File: config.mk
export PLATFORM = sky130hd
export DESIGN_NAME = rshc_top
export DESIGN_NICKNAME = d
export VERILOG_FILES = /design/src/shared/rshc_pkg.sv /design/src/core/rshc_holdoff.sv /design/src/core/rshc_sync.sv /design/src/core/rshc_top.sv
export SDC_FILE = /design/constraint.sdc
export NUM_CORES = 1
export LEC_CHECK = 0
export BUFFER_PORTS_ARGS = -buffer_cell sky130_fd_sc_hd__buf_2
export CORE_AREA = 5 5 153 155
export CTS_CLUSTER_DIAMETER = 60
export CTS_CLUSTER_SIZE = 8
export DETAILED_ROUTE_END_ITERATION = 6
export DIE_AREA = 0 0 158 160
export GPL_TIMING_DRIVEN = 0
export HOLD_SLACK_MARGIN = 0.02
export PLACE_DENSITY = 0.65
export RECOVER_POWER = 100
export SETUP_SLACK_MARGIN = 0.1
export SYNTH_ARGS = -nofsm -noshare
export SYNTH_HDL_FRONTEND = slang
export SYNTH_SLANG_ARGS = --single-unit
File: constraint.sdc
create_clock -name CORE_CLK -period 9.52 [get_ports CORE_CLK]
set_input_delay 2.856 -clock CORE_CLK [delete_from_list [all_inputs] [get_ports CORE_CLK]]
set_output_delay 2.856 -clock CORE_CLK [all_outputs]
set_load 0.1 [all_outputs]
File: src/shared/rshc_pkg.sv
package rshc_pkg;

  // register byte offsets
  localparam logic [7:0] OFF_CTRL    = 8'h00;
  localparam logic [7:0] OFF_HOLDOFF = 8'h04;
  localparam logic [7:0] OFF_REVAL   = 8'h08;
  localparam logic [7:0] OFF_THRESH  = 8'h0C;
  localparam logic [7:0] OFF_STATUS  = 8'h10;
  localparam logic [7:0] OFF_LATCHED = 8'h14;
  localparam logic [7:0] OFF_IE      = 8'h18;

  // holdoff register fields
  localparam int HOLDOFF_START_LSB = 0;
  localparam int HOLDOFF_DIV_LSB   = 8;

  // status / latched / enable bit positions
  localparam int BIT_IN0  = 0;
  localparam int BIT_IN1  = 1;
  localparam int BIT_LOLV = 2;
  localparam int BIT_LOLF = 3;
  localparam int BIT_HOLD = 4;
  localparam int BIT_REF  = 5;
  localparam int BIT_SEL  = 5;
  localparam int BIT_RNOW = 6;
  localparam int NFLAG    = 6;

  // external selection and switch mode encodings
  localparam logic [1:0] EXT_INTERNAL    = 2'h2;
  localparam logic [1:0] EXT_FORCE       = 2'h3;
  localparam logic [1:0] MODE_MANUAL_HLD = 2'h0;
  localparam logic [1:0] MODE_AUTO       = 2'h1;
  localparam logic [1:0] MODE_SHORT      = 2'h2;
  localparam logic [1:0] MODE_AUTO_HLD   = 2'h3;

  typedef struct packed {
    logic       vcxo_control_setting;
    logic       revertive_enable;
    logic       internal_select;
    logic [1:0] switch_mode_bits;
    logic       manual_auto_enable;
    logic [1:0] external_select_field;
  } rshc_ctrl_t;

  // reset values
  localparam rshc_ctrl_t  CTRL_RST    = 8'h06;
  localparam logic [31:0] HOLDOFF_RST = 32'h0200_000F;
  localparam logic [7:0]  REVAL_RST   = 8'h10;
  localparam logic [14:0] THRESH_RST  = 15'h0100;
  localparam logic [5:0]  IE_RST      = 6'h00;

  typedef enum logic [1:0] {
    ST_TRACK  = 2'b00,
    ST_HOLD   = 2'b01,
    ST_FORCED = 2'b11
  } rshc_state_t;

endpackage : rshc_pkg

File: src/core/rshc_holdoff.sv
`timescale 1ns/1ps
`default_nettype none
module rshc_holdoff #(
  parameter int DIV_W = 18
) (
  // clock and reset
  input  wire logic             clk,
  input  wire logic             rst,
  // control
  input  wire logic             run,
  input  wire logic             tick,
  input  wire logic [DIV_W-1:0] divider,
  input  wire logic [7:0]       start_value,
  // one-cycle pulse at the zero transition
  output var  logic             expire
);
  logic [DIV_W-1:0] div_cnt;
  logic [7:0]       cnt;
  logic             step;

  // a divider of zero is served as divide-by-one
  assign step = run && tick && (div_cnt + DIV_W'(1) >= divider);

  // idle keeps the prescaler cleared so nothing is clocked
  always_ff @(posedge clk or posedge rst) begin
    if (rst) begin
      div_cnt <= '0;
    end else if (!run || step) begin
      div_cnt <= '0;
    end else if (tick) begin
      div_cnt <= div_cnt + DIV_W'(1);
    end
  end

  always_ff @(posedge clk or posedge rst) begin
    if (rst) begin
      cnt    <= '0;
      expire <= 1'b0;
    end else begin
      expire <= 1'b0;
      if (!run) begin
        cnt <= start_value;
      end else if (step) begin
        if (cnt <= 8'h01) begin
          expire <= 1'b1;
          cnt    <= start_value;
        end else begin
          cnt <= cnt - 8'h01;
        end
      end
    end
  end
endmodule : rshc_holdoff
`default_nettype wire

File: src/core/rshc_sync.sv
`timescale 1ns/1ps
`default_nettype none
module rshc_sync #(
  parameter int W = 1
) (
  // clock and reset
  input  wire logic         clk,
  input  wire logic         rst,
  // pins in, filtered levels out
  input  wire logic [W-1:0] din,
  output var  logic [W-1:0] dout
);
  logic [W-1:0] s1;
  logic [W-1:0] s2;
  logic [W-1:0] s3;

  always_ff @(posedge clk or posedge rst) begin
    if (rst) begin
      s1 <= '0;
      s2 <= '0;
      s3 <= '0;
    end else begin
      s1 <= din;
      s2 <= s1;
      s3 <= s2;
    end
  end

  // a bit only moves once the second and third stages agree
  always_ff @(posedge clk or posedge rst) begin
    if (rst) begin
      dout <= '0;
    end else begin
      for (int i = 0; i < W; i++) begin
        if (s2[i] == s3[i]) begin
          dout[i] <= s3[i];
        end
      end
    end
  end
endmodule : rshc_sync
`default_nettype wire

File: src/core/rshc_top.sv
// Function
// - short-term mode: lost reference holds, revalidation relocks
// - short-term mode: manual reselect switches without holdover
// - auto-holdover: loss or reselect holds, counter fails over
// - holdover lasts start value times divider ticks
// - auto-holdover: revalidation or reselect ends holdover early
// - auto-holdover: expiry without valid input keeps holdover, selection
// - holdover output uses stored earlier frequency word
// - forced holdover configurations select no input
// - manual holdover: change holds until counter expires
// - manual holdover: flags low, selection updates after
// - active reference loss drops reference status at once
// - both inputs keep being monitored during countdown
// - revalidation during countdown keeps selection, ignores revertive
// - auto-holdover: expiry with revalidated reference keeps it, ends hold
// - auto-holdover: expiry with other input valid switches to it
// - eight-bit down counter on divided VCXO ticks
// - counter reloads start value after expiry
// - divider runs only during counted holdover
// - loss latch re-arms only after software clears
// - revertive switching returns to the input named by internal_select
// - first PLL lock lost above phase window unless VCXO control setting is set
// - second PLL lock reported, latched, on pin
// - latched bits clear by one, refuse while fault
// - enabled latched bits drive active-low interrupt
//
// Implementation choices: register access over APB and the address map.
`timescale 1ns/1ps
`default_nettype none
module rshc_top #(
  parameter int DIV_W = 18
) (
  // clock and reset
  input  wire logic        CORE_CLK,
  input  wire logic        RST,
  // apb slave
  input  wire logic        PSEL,
  input  wire logic        PENABLE,
  input  wire logic        PWRITE,
  input  wire logic [7:0]  PADDR,
  input  wire logic [31:0] PWDATA,
  output var  logic [31:0] PRDATA,
  output var  logic        PREADY,
  output var  logic        PSLVERR,
  // pins from the monitors and the VCXO divider
  input  wire logic [1:0]  LOS_IN,
  input  wire logic        VCXO_DIV_CLK,
  input  wire logic        SECOND_LOCK_IN,
  // same-clock loop signals
  input  wire logic [15:0] PHASE_DIFF,
  input  wire logic [15:0] FREQ_WORD,
  // reference control and status
  output var  logic        SELECTED_INPUT,
  output var  logic        REF_ENABLE,
  output var  logic        HOLDOVER_ACTIVE,
  output var  logic [15:0] HOLD_WORD,
  output var  logic        LOCK_V,
  output var  logic        INTERRUPT_OUT_LOW
);

  if (DIV_W < 1 || DIV_W > 24) begin : g_chk
    $error("DIV_W must lie in 1..24");
  end

  ////////////////////////////////////////////////////////////////////////
  // registers and bus

  rshc_pkg::rshc_ctrl_t      ctrl;
  rshc_pkg::rshc_state_t     state;
  logic [7:0]                holdoff_start_value;
  logic [DIV_W-1:0]          holdoff_divider;
  logic [7:0]                revalidation_count;
  logic [14:0]               phase_window_threshold;
  logic [5:0]                interrupt_enable_bits;
  logic [5:0]                lat;
  logic [5:0]                fault;
  logic [3:0]                pin_s;
  logic [1:0]                valid;
  logic [7:0]                rv_cnt [2];
  logic                      sel;
  logic                      pend;
  logic                      last_int_sel;
  logic                      vcxo_prev;
  logic                      tick;
  logic                      expire;
  logic                      run;
  logic                      forced_cfg;
  logic                      direct_cfg;
  logic                      chg;
  logic                      ref_status_now;
  logic                      first_pll_lock_now;
  logic                      second_pll_lock_now;
  logic                      acc;
  logic                      wr;
  logic [31:0]               rd_word;

  function automatic logic reg_hit(input logic [7:0] a);
    reg_hit = a == rshc_pkg::OFF_CTRL || a == rshc_pkg::OFF_HOLDOFF ||
              a == rshc_pkg::OFF_REVAL || a == rshc_pkg::OFF_THRESH ||
              a == rshc_pkg::OFF_STATUS || a == rshc_pkg::OFF_LATCHED ||
              a == rshc_pkg::OFF_IE;
  endfunction : reg_hit

  assign acc = PSEL && PENABLE && PREADY;
  assign wr  = acc && PWRITE && reg_hit(PADDR);

  always_comb begin
    rd_word = 32'h0000_0000;
    case (PADDR)
      rshc_pkg::OFF_CTRL:    rd_word = {24'h00_0000, ctrl};
      rshc_pkg::OFF_HOLDOFF: rd_word = {{(24 - DIV_W){1'b0}}, holdoff_divider, holdoff_start_value};
      rshc_pkg::OFF_REVAL:   rd_word = {24'h00_0000, revalidation_count};
      rshc_pkg::OFF_THRESH:  rd_word = {17'h0_0000, phase_window_threshold};
      rshc_pkg::OFF_STATUS:  rd_word = {25'h000_0000, ref_status_now, sel,
                                        state == rshc_pkg::ST_TRACK,
                                        second_pll_lock_now, first_pll_lock_now, valid};
      rshc_pkg::OFF_LATCHED: rd_word = {26'h000_0000, lat};
      rshc_pkg::OFF_IE:      rd_word = {26'h000_0000, interrupt_enable_bits};
      default:               rd_word = 32'h0000_0000;
    endcase
  end

  // zero wait states: ready rises in the first access cycle
  always_ff @(posedge CORE_CLK or posedge RST) begin
    if (RST) begin
      PREADY  <= 1'b0;
      PSLVERR <= 1'b0;
      PRDATA  <= 32'h0000_0000;
    end else begin
      PREADY  <= PSEL && !PENABLE;
      PSLVERR <= PSEL && !PENABLE && !reg_hit(PADDR);
      if (PSEL && !PENABLE) begin
        PRDATA <= rd_word;
      end
    end
  end

  always_ff @(posedge CORE_CLK or posedge RST) begin
    if (RST) begin
      ctrl                   <= rshc_pkg::CTRL_RST;
      holdoff_start_value    <= rshc_pkg::HOLDOFF_RST[rshc_pkg::HOLDOFF_START_LSB +: 8];
      holdoff_divider        <= rshc_pkg::HOLDOFF_RST[rshc_pkg::HOLDOFF_DIV_LSB +: DIV_W];
      revalidation_count     <= rshc_pkg::REVAL_RST;
      phase_window_threshold <= rshc_pkg::THRESH_RST;
      interrupt_enable_bits  <= rshc_pkg::IE_RST;
    end else if (wr) begin
      case (PADDR)
        rshc_pkg::OFF_CTRL:    ctrl <= PWDATA[7:0];
        rshc_pkg::OFF_HOLDOFF: begin
          holdoff_start_value <= PWDATA[rshc_pkg::HOLDOFF_START_LSB +: 8];
          holdoff_divider     <= PWDATA[rshc_pkg::HOLDOFF_DIV_LSB +: DIV_W];
        end
        rshc_pkg::OFF_REVAL:   revalidation_count <= PWDATA[7:0];
        rshc_pkg::OFF_THRESH:  phase_window_threshold <= PWDATA[14:0];
        rshc_pkg::OFF_IE:      interrupt_enable_bits <= PWDATA[5:0];
        default: ;
      endcase
    end
  end

  ////////////////////////////////////////////////////////////////////////
  // input monitoring

  rshc_sync #(.W(4)) u_sync (
    .clk  (CORE_CLK),
    .rst  (RST),
    .din  ({SECOND_LOCK_IN, VCXO_DIV_CLK, LOS_IN}),
    .dout (pin_s)
  );

  assign tick = pin_s[2] && !vcxo_prev;

  // revalidation counts core cycles of clean input, not input edges
  always_ff @(posedge CORE_CLK or posedge RST) begin
    if (RST) begin
      valid     <= 2'b00;
      rv_cnt    <= '{8'h00, 8'h00};
      vcxo_prev <= 1'b0;
    end else begin
      vcxo_prev <= pin_s[2];
      for (int i = 0; i < 2; i++) begin
        if (pin_s[i]) begin
          valid[i]  <= 1'b0;
          rv_cnt[i] <= 8'h00;
        end else if (rv_cnt[i] >= revalidation_count) begin
          valid[i] <= 1'b1;
        end else begin
          rv_cnt[i] <= rv_cnt[i] + 8'h01;
        end
      end
    end
  end

  ////////////////////////////////////////////////////////////////////////
  // reference selection

  assign forced_cfg = ctrl.external_select_field == rshc_pkg::EXT_FORCE ||
                      (ctrl.external_select_field == rshc_pkg::EXT_INTERNAL &&
                       !ctrl.manual_auto_enable);
  assign direct_cfg = !forced_cfg && ctrl.external_select_field != rshc_pkg::EXT_INTERNAL;
  assign chg        = ctrl.internal_select != last_int_sel;
  assign run        = state == rshc_pkg::ST_HOLD && !forced_cfg && !direct_cfg &&
                      (ctrl.switch_mode_bits == rshc_pkg::MODE_AUTO_HLD ||
                       ctrl.switch_mode_bits == rshc_pkg::MODE_MANUAL_HLD);
  assign ref_status_now = state == rshc_pkg::ST_TRACK && valid[sel];

  rshc_holdoff #(.DIV_W(DIV_W)) u_holdoff (
    .clk         (CORE_CLK),
    .rst         (RST),
    .run         (run),
    .tick        (tick),
    .divider     (holdoff_divider),
    .start_value (holdoff_start_value),
    .expire      (expire)
  );

  always_ff @(posedge CORE_CLK or posedge RST) begin
    if (RST) begin
      state        <= rshc_pkg::ST_TRACK;
      sel          <= 1'b0;
      pend         <= 1'b0;
      last_int_sel <= 1'b0;
    end else begin
      last_int_sel <= ctrl.internal_select;
      if (forced_cfg) begin
        state <= rshc_pkg::ST_FORCED;
      end else if (direct_cfg) begin
        state <= rshc_pkg::ST_TRACK;
        sel   <= ctrl.external_select_field[0];
      end else begin
        case (ctrl.switch_mode_bits)
          rshc_pkg::MODE_MANUAL_HLD: begin
            if (chg) begin
              state <= rshc_pkg::ST_HOLD;
              pend  <= ctrl.internal_select;
            end else if (state != rshc_pkg::ST_HOLD) begin
              state <= rshc_pkg::ST_TRACK;
            end else if (expire) begin
              state <= rshc_pkg::ST_TRACK;
              sel   <= pend;
            end
          end
          rshc_pkg::MODE_AUTO: begin
            state <= rshc_pkg::ST_TRACK;
            if (chg) begin
              sel <= ctrl.internal_select;
            end else if (!valid[sel] && valid[!sel]) begin
              sel <= !sel;
            end else if (ctrl.revertive_enable && valid[ctrl.internal_select]) begin
              sel <= ctrl.internal_select;
            end
          end
          rshc_pkg::MODE_SHORT: begin
            if (chg) begin
              state <= rshc_pkg::ST_TRACK;
              sel   <= ctrl.internal_select;
            end else if (valid[sel]) begin
              state <= rshc_pkg::ST_TRACK;
            end else begin
              state <= rshc_pkg::ST_HOLD;
            end
          end
          default: begin
            if (state != rshc_pkg::ST_HOLD) begin
              state <= rshc_pkg::ST_TRACK;
              if (chg) begin
                state <= rshc_pkg::ST_HOLD;
                pend  <= ctrl.internal_select;
              end else if (!valid[sel]) begin
                state <= rshc_pkg::ST_HOLD;
                pend  <= sel;
              end else if (ctrl.revertive_enable && valid[ctrl.internal_select]) begin
                sel <= ctrl.internal_select;
              end
            end else if (chg) begin
              state <= rshc_pkg::ST_TRACK;
              sel   <= ctrl.internal_select;
            end else if (pend == sel && valid[sel]) begin
              state <= rshc_pkg::ST_TRACK;
            end else if (expire) begin
              if (valid[pend]) begin
                state <= rshc_pkg::ST_TRACK;
                sel   <= pend;
              end else if (valid[!pend]) begin
                state <= rshc_pkg::ST_TRACK;
                sel   <= !pend;
              end else begin
                state <= rshc_pkg::ST_HOLD;
              end
            end
          end
        endcase
      end
    end
  end

  ////////////////////////////////////////////////////////////////////////
  // lock detect, latched flags, outputs

  assign second_pll_lock_now = pin_s[3];

  always_ff @(posedge CORE_CLK or posedge RST) begin
    if (RST) begin
      first_pll_lock_now <= 1'b1;
    end else begin
      first_pll_lock_now <= ctrl.vcxo_control_setting ||
                            PHASE_DIFF <= {1'b0, phase_window_threshold};
    end
  end

  assign fault = {!ref_status_now, state != rshc_pkg::ST_TRACK,
                  !second_pll_lock_now, !first_pll_lock_now, ~valid};

  // set wins over a clear, so a live fault re-latches at once
  always_ff @(posedge CORE_CLK or posedge RST) begin
    if (RST) begin
      lat <= 6'h00;
    end else if (wr && PADDR == rshc_pkg::OFF_LATCHED) begin
      lat <= (lat & ~PWDATA[5:0]) | fault;
    end else begin
      lat <= lat | fault;
    end
  end

  always_ff @(posedge CORE_CLK or posedge RST) begin
    if (RST) begin
      INTERRUPT_OUT_LOW <= 1'b1;
      LOCK_V            <= 1'b0;
      SELECTED_INPUT    <= 1'b0;
      REF_ENABLE        <= 1'b1;
      HOLDOVER_ACTIVE   <= 1'b0;
    end else begin
      INTERRUPT_OUT_LOW <= !(|(lat & interrupt_enable_bits));
      LOCK_V            <= second_pll_lock_now;
      SELECTED_INPUT    <= sel;
      REF_ENABLE        <= state != rshc_pkg::ST_FORCED;
      HOLDOVER_ACTIVE   <= state != rshc_pkg::ST_TRACK;
    end
  end

  // frozen word while holding; the loop runs on it instead of the reference
  always_ff @(posedge CORE_CLK or posedge RST) begin
    if (RST) begin
      HOLD_WORD <= 16'h0000;
    end else if (state == rshc_pkg::ST_TRACK) begin
      HOLD_WORD <= FREQ_WORD;
    end
  end

  logic auto_hold;
  assign auto_hold = !forced_cfg && !direct_cfg &&
                     ctrl.switch_mode_bits == rshc_pkg::MODE_AUTO_HLD;
endmodule : rshc_top
`default_nettype wire

==> results of run 1 <==
state kept, by name (all words and copies together), names as in the netlist, 2 cells and up:
| register | count |
|---|---|
| holdoff_divider | 18 |
| ctrl | 8 |
| lat | 6 |
| interrupt_enable_bits | 6 |
| revalidation_count | 8 |
| u_sync.s2 | 4 |
| u_holdoff.div_cnt | 18 |
| u_sync.dout | 4 |
| u_holdoff.cnt | 8 |
| u_sync.s1 | 4 |
| holdoff_start_value | 8 |
| state | 2 |
| PRDATA | 26 |
| HOLD_WORD | 16 |
| u_sync.s3 | 4 |
| rv_cnt | 16 |
| valid | 2 |
| phase_window_threshold | 15 |
final cells by class:
cell class / count / area (um2) / share of cell area, %
Sequential cell: 186 / 4670 / 41.8
Clock inverter: 15 / 198 / 1.77
Clock buffer: 17 / 425 / 3.81
Antenna cell: 1 / 2.50 / 0.0224
Timing Repair Buffer: 124 / 581 / 5.19
Inverter: 56 / 211 / 1.89
Multi-Input combinational cell: 692 / 4510 / 40.3
Tap cell: 280 / 350 / 3.13
Buffer: 56 / 235 / 2.10
logic make-up (layout without fill, tap and decap cells):
group                      Yosys count  count (layout)  synth area share, %
other                                1               7               0.0388
DFF                                186             186                 48.3
xor gates and xnor gates            25              25                 2.27
AOI/OAI and AO/OA                  207             207                 12.8
muxes                               65              65                 7.36
and+or+nand+nor                    326             326                 16.4
adders and majority gates           63              63                 8.03
buffers and inverters              112             268                 4.74
routing by layer:
layer / up-vias / track usage (%) / wire length, um
met5: - / 0 / 21
met4: 4 / 4.96 / 445
met3: 34 / 4.82 / 1420
met2: 201 / 32.2 / 11800
met1: 3765 / 26.0 / 10800
li1: 3741 / - / -
final timing paths:
kind | start | end | slack [ns] | depth (start not counted)
max | RST | u_holdoff.div_cnt[13] | 3.77 | 2
max in group CORE_CLK | PADDR[1] | holdoff_start_value[7] | 4.03 | 7
max reg2reg | u_holdoff.div_cnt[0] | u_holdoff.div_cnt[12] | 5.37 | 16
min | u_sync.s1[3] | u_sync.s2[3] | 0.35 | 0
min reg2reg | u_sync.s1[3] | u_sync.s2[3] | 0.35 | 0
min in group asynchronous | RST | HOLD_WORD[6] | 3.77 | 2
report_power, final:
part	switching (mW)	internal (mW)
Clock	0.347	0.403
Sequential	0.00531	0.801
Combinational	0.107	0.0320
Total	0.459	1.24
Yosys cell counts, types with 12 or more instances:
| library cell | instances |
|---|---|
| a21oi_1 | 59 |
| nand2_1 | 136 |
| nor2_1 | 43 |
| nand3_1 | 44 |
| inv_1 | 56 |
| ha_1 | 58 |
| xnor2_1 | 19 |
| mux2i_1 | 17 |
| dfrtp_1 | 174 |
| mux2_2 | 47 |
| nor3_1 | 17 |
| dfstp_2 | 12 |
| o21ai_0 | 75 |
| clkbuf_1 | 35 |
metrics by stage:
stage                     util (%)  std cells  hold slack [ns]  total power, mW
after floorplan                  -        990            0.331            0.917
after global placement        49.1       1393            0.333            0.961
after detailed placement      49.2       1394            0.336            0.963
after CTS                     52.1       1426            0.353             1.71
after global routing          51.5       1426            0.359             1.76
final                         51.5       1427            0.350             1.69
==> flow_metrics.py, run 1 <==
metrics = {
    "drt": {
        "drc": 0,
        "wl_um": 24500,
        "viasPerCell": 5.43,
        "routedWlPerCell_um": 17.1,
        "dr_total_vias": 7745,
        "ant_nets": 0,
        "first_pass_iters": 5,
        "drtIter0Drc": 547,
    },
    "global_route": {
        "grt_usage_pct": 19.6,
        "grt_pass1_vias": 7787,
        "grt_overflow": 0,
        "grt_first_pass_wirelength_um": 40000,
        "antenna_found_initial": 2,
        "grt_max_degree": 102,
    },
    "job": {
        "cap_violations": 2,
    },
    "placement": {
        "routabilityCongestion": 0.849,
        "port_buffers": 123,
        "dp_hpwl_um": 18100,
        "dp_slack_ns": 4.46,
        "dpl_cell_area_mm2": 0.0107,
    },
    "pwr": {
        "leakagePower_nw": 5.19,
        "ir_drop_v": 0.0000997,
        "power.density_mw_per_mm2": 152,
    },
    "die": {
        "core_mm2": 0.0217,
        "die_area_mm2": 0.0253,
        "fp-row-count": 54,
        "die_x_um": 158,
        "die_h_um": 160,
        "ios": 136,
        "start_util_pct": 44.5,
    },
    "critical_path": {
        "critPathRequiredTime_ns": 9.28,
        "start_kind": "primary input",
        "cp-end-kind": "asynchronous set/reset pin",
        "cp_cell_sequence": "buf_2 > clkinvlp_2",
        "path_max_fanout": 101,
        "worst-path-buf-inv": 2,
        "cpPeakStageDelay_ns": 2.48,
        "slowest_stage": "clkinvlp_2",
        "cp_top_family": "buffers and inverters",
        "critical_path_class": "primary input to asynchronous set/reset pin",
        "cp.arrival_ns": 5.50,
    },
    "logic_synthesis": {
        "synth_cell_types": 63,
        "yosysWarningCount": 0,
        "synth.largest_area_cell": "dfrtp_1",
        "yosysSeqAreaShare_pct": 48.3,
        "synth_ff_type": "dfrtp_1",
        "avgSynthCellArea_um2": 9.81,
        "synth-seq-cells": 186,
        "syn_area_mm2": 0.00966,
        "syn_inst": 985,
        "async_reset_ff_share_pct": 100,
        "yosys.area.top_type_share_pct": 45.1,
        "synth-edff-count": 0,
        "ys_top_cells_by_area": "dfrtp_1 (45%), ha_1 (7.5%), mux2_2 (5.5%), nand2_1 (5.3%), o21ai_0 (3.9%)",
    },
    "cts": {
        "cts_buffer_depth": 2,
        "worstSkewPairLatency_ns": 0.44,
        "cts_htree_levels": 4,
        "cts_made_buffers": 17,
        "clkTransAtPathRegs_ns": 0.07,
        "cts_post_setup_buffers_inserted": 0,
        "cts_tree": "yes",
        "cts-root-buf": "clkbuf_16",
        "hold_buffers": 0,
        "cts.repair.resized": 0,
        "clkSinkCount": 186,
    },
    "sta": {
        "fin_setup_tns_ns": 0,
        "rsz0062_at_grt": "false",
        "clock.fmax_mhz": 174,
        "min_period_ns": 5.75,
        "slew_viol_final": 112,
        "skew_ns": 0.0152,
        "worst_slew_pin_slew_ns": 4.46,
        "final-setup-viol-count": 0,
        "relSlewSlack_pct": -199,
        "final-hold-violation-count": 0,
        "fin_ws_ns": 3.77,
        "period_share_pct": 60.3,
    },
    "layout": {
        "final_nets": 1272,
        "fin_area_mm2": 0.0112,
        "final_cell_mix": "dfrtp_1 (174), nand2_1 (136), clkbuf_1 (95)",
        "drive_gt1_share_pct": 15.0,
        "final_common_cell": "dfrtp_1",
        "area_growth_pct": 15.7,
        "nFillCells": 2053,
    },
    "outcome": {
        "violations": "capacitance limit, slew limit",
        "status": "finished with violations",
    },
    "min_path": {
        "hp-class": "flip-flop to flip-flop",
    },
}
Note: power is estimated with default switching activity, not from simulation.
==> inputs of run 2 (changes only) <==
- ABC_AREA: unset -> 1
- CORE_AREA: 5 5 153 155 -> 5 5 157 159
- DIE_AREA: 0 0 158 160 -> 0 0 162 164
- PLACE_DENSITY: 0.65 -> 0.67
- clock period: 9.52 -> 4.75 ns (I/O delays scaled with it)
==> flow_metrics.py, run 2 <==
metrics = {
    "outcome": {
        "status": "finished with violations",
        "violations": "capacitance limit, slew limit",
    },
    "critical_path": {
        "slowest_stage": "a311oi_1",
        "cp_top_family": "simple AND/OR/NAND/NOR gates",
        "start_kind": "primary input",
        "path_max_fanout": 10,
        "cp_cell_sequence": "buf_2 > inv_1 > nand2_1 > a311oi_1 > nand2_1 > clkinvlp_2 > nand2_1 > clkbuf_1 > nand2_1 > nand2_1",
        "critPathLaunch": "PADDR[0]",
        "critPathRequiredTime_ns": 5.09,
        "worst-path-buf-inv": 4,
        "cp.arrival_ns": 3.76,
        "cpPeakStageDelay_ns": 0.48,
        "crit_top_cell": "nand2_1",
        "cp-end-kind": "flip-flop",
        "r2r-start": "u_holdoff.div_cnt[0]",
        "critical_path_class": "primary input to flip-flop",
    },
    "global_route": {
        "grt_pass1_vias": 8492,
        "grt_overflow": 0,
        "grt_max_degree": 42,
        "antenna_found_initial": 0,
        "grt_first_pass_wirelength_um": 43700,
        "grt_usage_pct": 20.5,
    },
    "cts": {
        "clkTransAtPathRegs_ns": 0.08,
        "worstSkewPairLatency_ns": 0.44,
        "cts_htree_levels": 4,
        "hold_buffers": 0,
        "cts_made_buffers": 17,
        "cts_post_setup_buffers_inserted": 0,
        "cts_tree": "yes",
        "cts.repair.resized": 0,
        "clkSinkCount": 186,
        "cts_buffer_depth": 2,
        "cts-root-buf": "clkbuf_16",
    },
    "sta": {
        "skew_ns": 0.00939,
        "final-hold-violation-count": 0,
        "relSlewSlack_pct": -54.4,
        "slew_viol_final": 78,
        "fin_ws_ns": 1.33,
        "worst_slew_pin_slew_ns": 2.32,
        "final-setup-viol-count": 0,
        "period_share_pct": 72.0,
        "clock.fmax_mhz": 292,
        "rsz0062_at_grt": "false",
        "min_period_ns": 3.42,
    },
    "logic_synthesis": {
        "syn_area_mm2": 0.0102,
        "yosys-top-cells-count": "nand2_1 (414), dfrtp_1 (174), inv_1 (139)",
        "yosysMostFrequentCell": "nand2_1",
        "synth-edff-count": 0,
        "synth_ff_type": "dfrtp_1",
        "synth_mux_area_share_pct": 0.111,
        "synth_compound_area_share_pct": 9.28,
        "synth_fa_ha_area_share_pct": 7.53,
        "synth-seq-cells": 186,
        "yosysSeqAreaShare_pct": 45.9,
        "synthSimpleGateAreaFrac_pct": 27.1,
        "ys_top_cells_by_area": "dfrtp_1 (43%), nand2_1 (15%), ha_1 (7.1%), inv_1 (5.1%), nand3_1 (4.3%)",
        "synth_top_family_by_area": "simple AND/OR/NAND/NOR gates",
        "synth.largest_area_cell": "dfrtp_1",
        "synth_cell_types": 46,
        "syn_inst": 1276,
        "async_reset_ff_share_pct": 100,
        "yosysWarningCount": 0,
        "yosys.area.top_type_share_pct": 42.8,
        "synth-xor-area-share_pct": 2.07,
        "avgSynthCellArea_um2": 7.97,
    },
    "min_path": {
        "holdCritStartpoint": "u_sync.s1[2]",
        "hp-class": "flip-flop to flip-flop",
    },
    "layout": {
        "top_regs": "PRDATA: 26 flops, holdoff_divider: 18 flops, u_holdoff.div_cnt: 18 flops",
        "final_common_cell": "nand2_1",
        "nFillCells": 2298,
        "antennaDiodeCount": 0,
        "drive_gt1_share_pct": 11.3,
        "fin_cells": 1731,
        "area_growth_pct": 14.7,
        "final_nets": 1567,
        "largest_reg_flops": 26,
        "final_cell_mix": "nand2_1 (418), dfrtp_1 (174), inv_1 (139)",
        "regMostFlops": "PRDATA",
    },
    "drt": {
        "wl_met2_um": 12700,
        "dr_wl_met3_um": 1520,
        "drtIter0Drc": 634,
        "met1_length_um": 11900,
        "wl_um": 26700,
        "ant_nets": 0,
        "dr_total_vias": 8869,
        "routedWlPerCell_um": 15.4,
        "top_layer": "met4",
        "drc": 0,
        "first_pass_iters": 5,
        "viasPerCell": 5.12,
    },
    "die": {
        "ios": 136,
        "die_x_um": 162,
        "start_util_pct": 44.0,
        "core_mm2": 0.0231,
        "fp-row-count": 56,
        "die_h_um": 164,
        "die_area_mm2": 0.0266,
    },
    "pwr": {
        "ir_drop_v": 0.000188,
        "internal_power_mw": 2.38,
        "power.density_mw_per_mm2": 284,
        "combPwrFrac_pct": 8.2,
        "swShare_pct": 28.2,
        "p_sw_mw": 0.936,
        "leakagePower_nw": 6.08,
        "clkPwrFrac_pct": 42.5,
        "sequentialPowerShare_pct": 49.2,
    },
    "placement": {
        "port_buffers": 123,
        "dp_slack_ns": 1.58,
        "dp_hpwl_um": 20000,
        "dp.cells": 1699,
        "routabilityCongestion": 0.896,
    },
    "job": {
        "cap_violations": 2,
    },
}
==> run 2: changes by cell type in the layout (fill, tap and decap cells not counted), moves of 11 or more <==
cell,change
clkbuf_1,-22
a21oi_1,-35
nand2b_1,-11
inv_1,+84
nand2_1,+282
nor2_1,+51
nand3_1,+43
mux2_2,-43
o31ai_1,+18
xnor2_1,-11
mux2i_1,-17
o22ai_1,+18
==> run 2: per-stage QoR <==
| stage | instance area (um2) | TNS [ns] | utilization (%) | total power [mW] | hold WS (ns) |
|---|---|---|---|---|---|
| final | 11700 | 0 | 50.4 | 3.32 | 0.352 |
| after global routing | 11700 | 0 | 50.4 | 3.45 | 0.359 |
| after CTS | 11800 | 0 | 51.2 | 3.36 | 0.355 |
| after detailed placement | 11300 | 0 | 48.7 | 1.95 | 0.337 |
| after global placement | 11200 | -47.06 | 48.3 | 1.93 | 0.335 |
| after floorplan | 10200 | 0 | - | 1.85 | 0.331 |
==> run 2: metal layers <==
layer	up-vias	track usage, %
met5	-	0
met1	4162	27.8
met4	0	6.42
li1	4403	-
met3	41	3.44
met2	263	33.9
==> run 2: worst register-to-register path, cell delays in order (launching register included) <==
cell	delay, ns
dfrtp_1	0.48
ha_1	0.23
nand3_1	0.19
nor2_1	0.24
nand3_1	0.12
xor2_1	0.22
inv_1	0.07
ha_1	0.27
nand2_1	0.10
nor2_1	0.06
nand2_1	0.08
nor2_1	0.04
nand2_1	0.05
nand4_1	0.17
nand2_1	0.26
clkbuf_1	0.48
nand3_1	0.14
nand2_1	0.09
==> run 2: area by class of cell <==
class	count	area, um2	share of cell area (%)
sequential	186	4670	40.1
multi-input combinational	905	4650	39.9
timing repair buffer	128	622	5.33
inverter	148	559	4.80
clock buffer	17	425	3.65
tap	290	363	3.11
buffer	42	216	1.86
clock inverter	15	154	1.32
==> run 2: final timing paths <==
kind	cells after the start	end	slack [ns]
max in group asynchronous	3	PRDATA[6]	1.43
min reg2reg	0	u_sync.s2[2]	0.35
min in group asynchronous	2	phase_window_threshold[13]	0.89
max	10	holdoff_divider[16]	1.33
max reg2reg	17	u_holdoff.div_cnt[13]	1.41
min	0	u_sync.s2[2]	0.35
==> run 2: cell families (layout without fill, tap and decap cells) <==
logic type / Yosys count / after routing
flops: 186 / 186
buf+inv: 190 / 350
other cells: 1 / 6
xor+xnor: 24 / 24
fa+ha+maj: 62 / 62
compound gates: 159 / 159
simple gates: 653 / 653
mux: 1 / 1
==> run 2: power groups by stage <==
stage | logic [mW] | registers (mW) | clock network [mW]
3_5_place_dp | 0.284 | 1.66 | 0
4_1_cts | 0.285 | 1.63 | 1.44
2_1_floorplan | 0.112 | 1.74 | 0
6_report | 0.273 | 1.63 | 1.41
3_3_place_gp | 0.270 | 1.66 | 0
5_1_grt | 0.301 | 1.64 | 1.51
